**src/rtl/gate_seq_pkg.sv**
```systemverilog
// shared constants and types for the gate sequencer
`default_nettype none
package gate_seq_pkg;
    localparam int CLK_MHZ = 100;
    localparam int PERIOD_W = 12;                  // width of period and dead-time settings
    localparam logic [PERIOD_W-1:0] PERIOD_RST = 12'h3E8;  // 100 kHz at 100 MHz
    localparam logic [PERIOD_W-1:0] DEAD_RST = 12'h014;
    localparam int SLOW_OC_COUNT = 8;              // consecutive cycles before slow trip
    localparam logic [3:0] SLOW_OC_LAST = 4'h8;
    localparam int SYNC_STAGES = 2;
    localparam int NUM_FLAGS = 9;
    // flag positions in the synchronised flag vector
    localparam int F_LOCK_UP = 0;
    localparam int F_LOCK_DN = 1;
    localparam int F_OVERV = 2;
    localparam int F_MINB_UP = 3;
    localparam int F_MINB_DN = 4;
    localparam int F_RES_EN = 5;
    localparam int F_RES_DIS = 6;
    localparam int F_BOOST_OC = 7;
    localparam int F_FREQ_LIM = 8;
    typedef enum logic [1:0] {RES_OFF, RES_SOFT, RES_RUN} res_state_t;
endpackage : gate_seq_pkg
`default_nettype wire

```
**src/rtl/pfc_llc_gate_sequencer.sv**
```systemverilog
// gate timing, sequencing and protection for boost and half-bridge stages
// Functional notes
// lockout releases only when supply rises above upper lockout level
// lockout asserts and switching stops when supply falls below lower level
// boost overvoltage kills boost gate at once, off one full cycle minimum; code frees it at the first period start with the flag clear
// boost gate inhibited below minimum boost level, hysteresis pair
// resonant stage shut down when boost feedback below disable level
// boost starts first; resonant stage and soft start after enable level
// boost pulse ends when boost current sense crosses overcurrent level
// frequency at maximum holds both half-bridge gates off until it drops
// frequency-limit blanking lasts whole switching cycles, clock aligned
// after resonant fault, soft-start network discharged for fresh soft start
// during soft start resonant feedback pulled to reference, maximum frequency
// fast resonant overcurrent turns both half-bridge gates off immediately
// slow overcurrent on eight consecutive cycles shuts down resonant stage
// two non-overlapping half-bridge gates, equal on-times, dead time apart
// high and low side each at fifty percent of switching period
// one dead-time setting shared by boost and half-bridge switching
// boost edges never coincide with half-bridge edges; code lets all gates drop together when lockout asserts
// slow overcurrent counter cleared by a clean cycle and by lockout
// flags synchronised before use; all gates low during lockout
// frequency above ninety-five percent of maximum turns half-bridge off
`default_nettype none
module pfc_llc_gate_sequencer
    import gate_seq_pkg::*;
(
    input wire logic CLK,
    input wire logic RST_N,
    input wire logic SUPPLY_ABOVE_UPPER,
    input wire logic SUPPLY_BELOW_LOWER,
    input wire logic BOOST_FB_OVERVOLTAGE,
    input wire logic BOOST_FB_ABOVE_MIN_UPPER,
    input wire logic BOOST_FB_BELOW_MIN_LOWER,
    input wire logic BOOST_FB_ABOVE_RES_ENABLE,
    input wire logic BOOST_FB_BELOW_RES_DISABLE,
    input wire logic BOOST_CURRENT_OVER,
    input wire logic FREQ_AT_LIMIT,
    input wire logic RES_CURRENT_FAST_OVER,
    input wire logic RES_CURRENT_SLOW_OVER,
    input wire logic SOFT_START_DONE,
    input wire logic [PERIOD_W-1:0] SWITCH_PERIOD,
    input wire logic [PERIOD_W-1:0] BOOST_ON_TIME,
    input wire logic [PERIOD_W-1:0] DEAD_TIME,
    output logic BOOST_GATE_OUT,
    output logic HIGH_SIDE_GATE_OUT,
    output logic LOW_SIDE_GATE_OUT,
    output logic SUPPLY_LOW_LOCKOUT,
    output logic SOFT_START_ACTIVE,
    output logic SOFT_START_DISCHARGE,
    output logic RES_FAULT
);
    typedef struct packed {
        logic lockout;
        logic boost_min_ok;
        res_state_t res;
        logic [PERIOD_W-1:0] phase;
        logic half;
        logic blank;
        logic ov_hold;
        logic boost_on;
        logic boost_cut;
        logic [PERIOD_W-1:0] boost_cnt;
        logic hs;
        logic ls;
        logic bg;
        logic fault;
    } seq_state_t;
    seq_state_t s, next_s;

    logic [NUM_FLAGS-1:0] raw_flags;
    logic [NUM_FLAGS-1:0] flags;
    logic fast_oc;
    logic slow_oc;
    logic slow_trip;
    logic cycle_start;
    logic [PERIOD_W-1:0] half_period;
    logic [PERIOD_W-1:0] boost_stop;
    logic [PERIOD_W-1:0] quarter;
    logic [PERIOD_W-1:0] boost_start;

    // each of the nine flags lands at its named position, so a reordered list cannot shift a flag
    assign raw_flags[F_LOCK_UP] = SUPPLY_ABOVE_UPPER;
    assign raw_flags[F_LOCK_DN] = SUPPLY_BELOW_LOWER;
    assign raw_flags[F_OVERV] = BOOST_FB_OVERVOLTAGE;
    assign raw_flags[F_MINB_UP] = BOOST_FB_ABOVE_MIN_UPPER;
    assign raw_flags[F_MINB_DN] = BOOST_FB_BELOW_MIN_LOWER;
    assign raw_flags[F_RES_EN] = BOOST_FB_ABOVE_RES_ENABLE;
    assign raw_flags[F_RES_DIS] = BOOST_FB_BELOW_RES_DISABLE;
    assign raw_flags[F_BOOST_OC] = BOOST_CURRENT_OVER;
    assign raw_flags[F_FREQ_LIM] = FREQ_AT_LIMIT;

    // every comparator flag crosses through two flops
    genvar gi;
    generate
        for (gi = 0; gi < NUM_FLAGS; gi++) begin : g_sync
            flag_sync u_sync (
                .clk(CLK),
                .rst_n(RST_N),
                .d(raw_flags[gi]),
                .q(flags[gi])
            );
        end
    endgenerate

    flag_sync u_fast (
        .clk(CLK),
        .rst_n(RST_N),
        .d(RES_CURRENT_FAST_OVER),
        .q(fast_oc)
    );

    flag_sync u_slow (
        .clk(CLK),
        .rst_n(RST_N),
        .d(RES_CURRENT_SLOW_OVER),
        .q(slow_oc)
    );

    // slow overcurrent sampled once per clock while resonant stage runs
    slow_oc_filter u_slow_filt (
        .clk(CLK),
        .rst_n(RST_N),
        .clear(s.lockout || s.res == RES_OFF),
        .sample(1'b1),
        .over(slow_oc),
        .trip(slow_trip)
    );

    // half period gives exact 50% symmetry; odd periods lose one count
    assign half_period = {1'b0, SWITCH_PERIOD[PERIOD_W-1:1]};
    assign quarter = {2'b00, SWITCH_PERIOD[PERIOD_W-1:2]};
    assign cycle_start = (s.phase == '0) && !s.half;
    // last boost phase; a dead time as long as the half cuts the pulse to one clock instead of wrapping
    assign boost_stop = (half_period > DEAD_TIME + 12'h001) ? half_period - DEAD_TIME - 12'h001 : '0;
    // boost turns on mid-half so its edges sit away from half-bridge edges
    assign boost_start = quarter;

    always_comb begin
        next_s = s;
        // lockout hysteresis from the two supply comparators
        if (s.lockout && flags[F_LOCK_UP]) begin
            next_s.lockout = 1'b0;
        end else if (!s.lockout && flags[F_LOCK_DN]) begin
            next_s.lockout = 1'b1;
        end
        // minimum boost hysteresis pair
        if (flags[F_MINB_UP]) begin
            next_s.boost_min_ok = 1'b1;
        end else if (flags[F_MINB_DN]) begin
            next_s.boost_min_ok = 1'b0;
        end
        // shared period counter, split into two equal halves
        if (s.phase >= half_period - 12'h001 || half_period == '0) begin
            next_s.phase = '0;
            next_s.half = !s.half;
        end else begin
            next_s.phase = s.phase + 12'h001;
        end
        // frequency blanking decided only at period start, for whole cycles
        if (cycle_start) begin
            next_s.blank = flags[F_FREQ_LIM]; // see R08 see R09
        end
        // overvoltage holds boost off until the first period start with the flag clear
        if (flags[F_OVERV]) begin
            next_s.ov_hold = 1'b1;
        end else if (cycle_start) begin
            next_s.ov_hold = 1'b0;
        end
        // resonant stage sequencing
        next_s.fault = 1'b0;
        case (s.res)
            RES_OFF: begin
                // re-enable waits until the soft-start network reads discharged again
                if (!s.lockout && flags[F_RES_EN] && !fast_oc
                    && !SOFT_START_DONE) begin
                    next_s.res = RES_SOFT;
                end
            end
            RES_SOFT, RES_RUN: begin
                if (s.res == RES_SOFT && SOFT_START_DONE) begin
                    next_s.res = RES_RUN;
                end
                if (fast_oc || slow_trip || flags[F_RES_DIS] || s.lockout) begin
                    next_s.res = RES_OFF; // see R05 see R12
                    next_s.fault = fast_oc || slow_trip;
                end
            end
            default: next_s.res = RES_OFF;
        endcase
        // boost pulse, one per period, width limited by current and dead time
        if (cycle_start) begin
            next_s.boost_cut = 1'b0;
        end
        if (flags[F_BOOST_OC]) begin
            next_s.boost_cut = 1'b1;
        end
        next_s.boost_cnt = s.boost_cnt;
        if (!s.half && s.phase == boost_start) begin
            next_s.boost_on = 1'b1;
            next_s.boost_cnt = '0;
        end else if (s.boost_on) begin
            next_s.boost_cnt = s.boost_cnt + 12'h001;
            // pulse ends dead time before the next half-bridge edge
            if (s.boost_cnt >= BOOST_ON_TIME || s.phase >= boost_stop) begin
                next_s.boost_on = 1'b0; // see R16
            end
        end
        next_s.bg = next_s.boost_on && !next_s.boost_cut && !flags[F_OVERV] && !next_s.ov_hold
            && next_s.boost_min_ok && !next_s.lockout; // see R03 see R04
        // half-bridge: each gate on its own half, off during dead time at start
        next_s.hs = 1'b0;
        next_s.ls = 1'b0;
        if (next_s.res != RES_OFF && !next_s.blank && !fast_oc && !next_s.lockout
            && next_s.phase >= DEAD_TIME) begin
            next_s.hs = !next_s.half; // see R14 see R15
            next_s.ls = next_s.half; // see R14
        end
        // a boost edge landing on a bridge edge waits one clock; costs one cycle of boost timing
        if ((next_s.hs != s.hs || next_s.ls != s.ls) && !next_s.lockout) begin
            next_s.bg = s.bg;
        end
    end

    always_ff @(posedge CLK or negedge RST_N) begin
        if (!RST_N) begin
            s <= '0;
            s.lockout <= 1'b1;
            s.res <= RES_OFF;
        end else begin
            s <= next_s;
        end
    end

    // gates forced low under lockout from the register itself
    assign BOOST_GATE_OUT = s.bg && !s.lockout;
    assign HIGH_SIDE_GATE_OUT = s.hs && !s.lockout;
    assign LOW_SIDE_GATE_OUT = s.ls && !s.lockout;
    assign SUPPLY_LOW_LOCKOUT = s.lockout;
    assign SOFT_START_ACTIVE = (s.res == RES_SOFT);
    assign SOFT_START_DISCHARGE = (s.res == RES_OFF);
    assign RES_FAULT = s.fault;
endmodule // pfc_llc_gate_sequencer
`default_nettype wire

```
**src/rtl/flag_sync.sv**
```systemverilog
// two-flop synchroniser for one comparator flag
`default_nettype none
module flag_sync
    import gate_seq_pkg::*;
(
    input wire logic clk,
    input wire logic rst_n,
    input wire logic d,
    output logic q
);
    typedef struct packed {
        logic meta;
        logic held;
    } sync_state_t;
    sync_state_t s, next_s;

    // first stage feeds only the second
    always_comb begin
        next_s.meta = d;
        next_s.held = s.meta;
    end

    always_ff @(posedge clk or negedge rst_n) begin
        if (!rst_n) begin
            s <= '0;
        end else begin
            s <= next_s;
        end
    end

    assign q = s.held;
endmodule // flag_sync
`default_nettype wire

```
**src/rtl/slow_oc_filter.sv**
```systemverilog
// consecutive-cycle filter for the slow resonant overcurrent
`default_nettype none
module slow_oc_filter
    import gate_seq_pkg::*;
(
    input wire logic clk,
    input wire logic rst_n,
    input wire logic clear,
    input wire logic sample,
    input wire logic over,
    output logic trip
);
    typedef struct packed {
        logic [3:0] count;
        logic trip;
    } filt_state_t;
    filt_state_t s, next_s;

    // count samples in a row above the slow level
    always_comb begin
        next_s = s;
        next_s.trip = 1'b0;
        if (clear) begin
            next_s.count = 4'h0;
        end else if (sample) begin
            if (!over) begin
                next_s.count = 4'h0;
            end else if (s.count == SLOW_OC_LAST - 4'h1) begin
                next_s.count = 4'h0;
                next_s.trip = 1'b1;
            end else begin
                next_s.count = s.count + 4'h1;
            end
        end
    end

    always_ff @(posedge clk or negedge rst_n) begin
        if (!rst_n) begin
            s <= '0;
        end else begin
            s <= next_s;
        end
    end

    assign trip = s.trip;
endmodule // slow_oc_filter
`default_nettype wire

```
**config.mk**
```make
export PLATFORM = sky130hd
export DESIGN_NAME = pfc_llc_gate_sequencer
export DESIGN_NICKNAME = d
export VERILOG_FILES = /design/src/rtl/gate_seq_pkg.sv /design/src/rtl/pfc_llc_gate_sequencer.sv /design/src/rtl/flag_sync.sv /design/src/rtl/slow_oc_filter.sv
export SDC_FILE = /design/constraint.sdc
export NUM_CORES = 1
export LEC_CHECK = 0
export ABC_AREA = 0
export BUFFER_PORTS_ARGS = -buffer_cell sky130_fd_sc_hd__buf_2
export CELL_PAD_IN_SITES_DETAIL_PLACEMENT = 0
export CELL_PAD_IN_SITES_GLOBAL_PLACEMENT = 2
export CORE_MARGIN = 4
export CORE_UTILIZATION = 25
export DETAILED_ROUTE_END_ITERATION = 10
export HOLD_SLACK_MARGIN = 0.08
export PLACE_DENSITY = 0.58
export SYNTH_ARGS = -nofsm -noshare
export SYNTH_HDL_FRONTEND = slang
export SYNTH_SLANG_ARGS = --single-unit
```
**constraint.sdc**
```tcl
create_clock -name CLK -period 4.6 [get_ports CLK]
set_input_delay 0 -clock CLK [delete_from_list [all_inputs] [get_ports CLK]]
set_output_delay 0 -clock CLK [all_outputs]
set_load 0.1 [all_outputs]
```
==> results.md <==
- The run finished with clean final reports.
- The required time at the worst-slack endpoint is 4.86 ns.
- After technology mapping, the gate count stands at 527.
- Counting along the longest clock path gives a buffer depth of 2.
- The proportion of layout cells with a drive suffix above 1 is 14.8%.
- The die is 148 um tall.
- The part of the Yosys area used for sequential elements is 32.8%.
- For the pin with the worst max-slew slack, the measured transition is 0.828 ns.
- The total of flip-flops plus latches after synthesis is 64.
- The post-detailed-route via-to-cell ratio is 4.44.
- The share of synthesized area spent on multiplexers is 0.640%.
- The time the worst path needs with I/O delays and setup is 4.14 ns.
- The max capacitance violation total is 0.
- The dominant synthesized flop cell is dfrtp_1.
- Setup total negative slack on the finished layout was measured at 0 ns.
- The startpoint of the tightest hold check path is BOOST_FB_OVERVOLTAGE.
- The remaining antenna violation count is 0.
- The worst setup path is launched from an input pin.
- The detailed router placed 3,877 vias in this run.
- The synthesized design contains 0 enable-type register cells.
- The biggest fanout along the worst timing path is 8.
- The effective utilization at floorplan is 25.8%.
- The area growth from synthesis to layout is 21.8%.
- TritonCTS built the clock tree.
- 57 I/O pins were placed.
- Setup repair after global routing left no endpoint under its margin.
- The pre-antenna-repair detailed-routing pass consisted of 4 iterations.
- The clock reaches the later pin of the worst-skew pair after 0.33 ns.
- The via count of the first global-routing pass is 3,878.
- The path type of the worst min-delay path is input pin to flop.
- After legalization and detailed placement, the total HPWL measured 9910 um.
- Dividing total power by cell area gives a power density of 374 nW/um^2.
- The first global-routing pass estimated 20,400 um of wire.
- Yosys printed 0 warnings.
- The net count after synthesis is 658.
- The die is 148 um wide.
- The count of port buffers added during placement is 55.
- The repair_antennas step left the layout with diodes totalling 0.
- The count of unresolved DRC violations after routing is 0.
- The number of DRC markers after the initial detailed-route iteration is 151.
- In this run the core area contains 50 standard-cell rows.
- The worst hold slack is 0.301 ns.
- The netlist uses 52 different library cells.
- Gates resized during post-CTS repair numbered 0.
- The number of antenna violations at the first check in global routing is 0.
- Global routing finished with a remaining overflow of 0.
- For the final database, setup skew stands at 0.00460 ns.
- In this run, placement finished with an instance count of 845.
- In this run the number of H-tree levels came out at 3.
- Excluding fillers, the count of instances in the completed layout stands at 873.
- The total design power is 2.23 mW.
- The die covers 21,800 um^2.
- In this run the tightest slew margin relative to its limit is 44.8%.
- For this design, the slowest cell found on the critical path is or4_4.
- Of the total synthesized cell area, the portion taken by AND, OR, NAND and NOR gates is 20.9%.
- The cell sitting at the root of the clock tree is a clkbuf_16.
- The largest net degree at the start of global routing is 65.
- The launch point of the worst reg-to-reg path is s[21].
- IR analysis of the VDD net gives a maximum drop of 0.182 mV.
- The clock drives 64 sinks.
- Timing would allow up to 242 MHz.
- The combined global-route utilization of all metal layers is 11.8%.
- The final wirelength is 12,500 um.
- By startpoint and endpoint, the worst setup path is classified as input pin to flop.
- The launching instance or port of the critical path is SWITCH_PERIOD[4].
- The placer congestion estimate is 0.802.
- Summing the areas of all fa, ha and maj instances in the mapped netlist gives 20.9% of the synthesized area.
- After detailed placement, the total cell area comes to 5530 um^2.
- The largest stage delay on the critical path is 0.59 ns.
- The data arrival time of the critical path is 4.40 ns.
- The count of final max-slew check failures is 0.
- Setup violations remaining at the end of the flow were counted as 0.
- The mean routed wirelength per cell is 14.3 um.
- The worst setup path is captured at a flop.
- After synthesis, the largest family of logic cells by area is simple AND/OR/NAND/NOR gates.
- The share of the clock period used by the worst path after layout is 89.9%.
- The core box area is 19,000 um^2.
- The synthesized netlist devotes 11.0% of its cell area to XOR and XNOR gates.
- The cell area after synthesis is 4880 um^2.
- The analysis attributes to cell leakage a power of 2.72 nW.
- Once layout is done, the placed cells without fillers occupy 5950 um^2.
- The clock-pin transition on the worst setup and hold timing paths is 0.05 ns.
- The number of hold-slack violations in the final timing report came to 0.
- The share of async-settable or async-resettable flops after synthesis is 100%.
- The most frequent cell on the critical path is a21oi_1.
- The total clock buffers created by CTS is 9.
- Traced cell by cell, the critical path runs through buf_2 > or4_4 > nor4_1 > nand3b_1 > xor2_1 > ha_1 > a21oi_1 > nand2_1 > a21oi_1 > or4b_4 > nand2b_1 > ha_1 > nor3b_1 > o21ai_0 > a21oi_1 > o21ai_0 > o211ai_2 > nand4b_1 > a21o_1 > nand4_1.
- The number of filler cells placed in the layout is 2,022.
- The number of nets at the end of the flow is 740.
- The average instance in the mapped netlist occupies 9.27 um^2.
- The area fraction in compound gates after synthesis is 10.3%.
## through the flow
stage | worst slack [ns] | util [%]
final | 0.463 | 31.4
after global routing | 0.124 | 31.4
after CTS | 0.463 | 31.4
after detailed placement | 0.166 | 29.2
after global placement | 0.243 | 29.2
after floorplan | 0.804 | -
## registers in the layout (all words and copies together), names as in the netlist
register	cells
g_sync.u_sync.q	9
u_fast.next_s	1
u_slow.next_s	1
u_slow_filt.trip	1
g_sync.u_sync.next_s	9
RES_FAULT	1
s	35
u_slow_filt.s	4
u_fast.q	1
u_slow.q	1
SUPPLY_LOW_LOCKOUT	1
## per-layer routing
metal | vias to the layer above | wire (um) | global-route usage (%)
met3 | 9 | 452 | 2.82
met5 | - | 0 | 0
met2 | 59 | 5820 | 19.0
met1 | 1796 | 6120 | 16.2
li1 | 2013 | - | -
met4 | 0 | 104 | 2.52
## cell usage in the layout, fill, tap and decap left out, types with 2 or more instances in the layout
cell / n
buf_4: 9
o21ai_0: 16
nor2_1: 49
xnor2_1: 32
or3_1: 2
a211oi_1: 3
a31oi_1: 3
a21o_1: 14
mux2i_1: 2
clkbuf_16: 9
a21oi_1: 26
nor2b_1: 9
and4_1: 2
nand4b_1: 2
o21ai_1: 5
nand2b_1: 6
o21a_1: 5
nor3b_1: 4
o31ai_1: 2
dlygate4sd3_1: 13
nand4_1: 18
dfrtp_1: 63
nor3_1: 17
nand3b_1: 3
clkbuf_1: 2
nor4_1: 3
inv_1: 38
ha_1: 80
nor3_2: 2
xor2_1: 26
and3_1: 11
and2_1: 2
buf_2: 55
nand3_1: 20
nand2_1: 36
## Yosys cell counts, types with 2 or more instances
library cell,instances,area share [%]
nor4_1,3,0.38
inv_1,38,2.9
xnor2_1,32,5.7
nor2_1,49,3.8
o31ai_1,2,0.31
nand4_1,18,2.3
and2_1,2,0.26
and3_1,11,1.4
ha_1,80,20
nand4b_1,2,0.36
nor3b_1,4,0.61
and4_1,2,0.36
a21o_1,14,2.2
o21ai_1,5,0.51
nor2b_1,9,1.2
clkbuf_1,5,0.38
dfrtp_1,63,32
o21a_1,5,0.77
nand3b_1,3,0.46
a211oi_1,3,0.46
mux2i_1,2,0.41
nand2b_1,6,0.77
o21ai_0,16,1.6
xor2_1,26,4.7
nor3_2,2,0.41
a21oi_1,26,2.7
nor3_1,17,1.7
nand2_1,36,2.8
nand3_1,20,2.0
or3_1,2,0.26
a31oi_1,3,0.38
## cell type report
class	count	area, um^2	area share, %
Multi-Input combinational cell	418	3110	52.3
Sequential cell	64	1600	26.9
Timing Repair Buffer	77	473	7.95
Tap cell	260	325	5.47
Clock buffer	12	246	4.14
Inverter	39	146	2.46
Clock inverter	3	42.5	0.715
## worst max-delay path, delay by kind of cell
family	cells	cell delay [ns]
simple gates	9	2.19
compound gates	7	1.28
fa+ha+maj	2	0.59
buf+inv	1	0.16
xor+xnor	1	0.16
## power by group
group | switching (mW) | internal [mW] | leakage [nW]
registers | 0.0859 | 0.638 | 0.748
logic | 0.490 | 0.343 | 1.83
clock network | 0.239 | 0.430 | 0.139
total | 0.814 | 1.41 | 2.72
## kinds of logic after synthesis
family | count (synthesis)
AO/OA/AOI/OAI | 81
XOR/XNOR | 59
adder cells (fa/ha/maj) | 81
buffers and inverters | 45
flip-flops | 64
multiplexers | 3
AND/OR/NAND/NOR | 194
## repair_timing
action,4_1_cts,5_1_grt
hold buffers,13,0
setup buffers,0,0
hold endpoints to repair,76,0
## worst paths after layout
| check | endpoint | slack [ns] | depth (start not counted) |
|---|---|---|---|
| max | s[1] | 0.46 | 20 |
| min | g_sync[2].u_sync.next_s[0] | 0.30 | 2 |
| max reg2reg | s[1] | 0.73 | 16 |
| min reg2reg | g_sync[0].u_sync.q | 0.34 | 0 |
| max in group asynchronous | s[26] | 3.66 | 3 |
| min in group asynchronous | s[14] | 0.38 | 3 |
No activity file was read; power rests on OpenSTA's default activity.
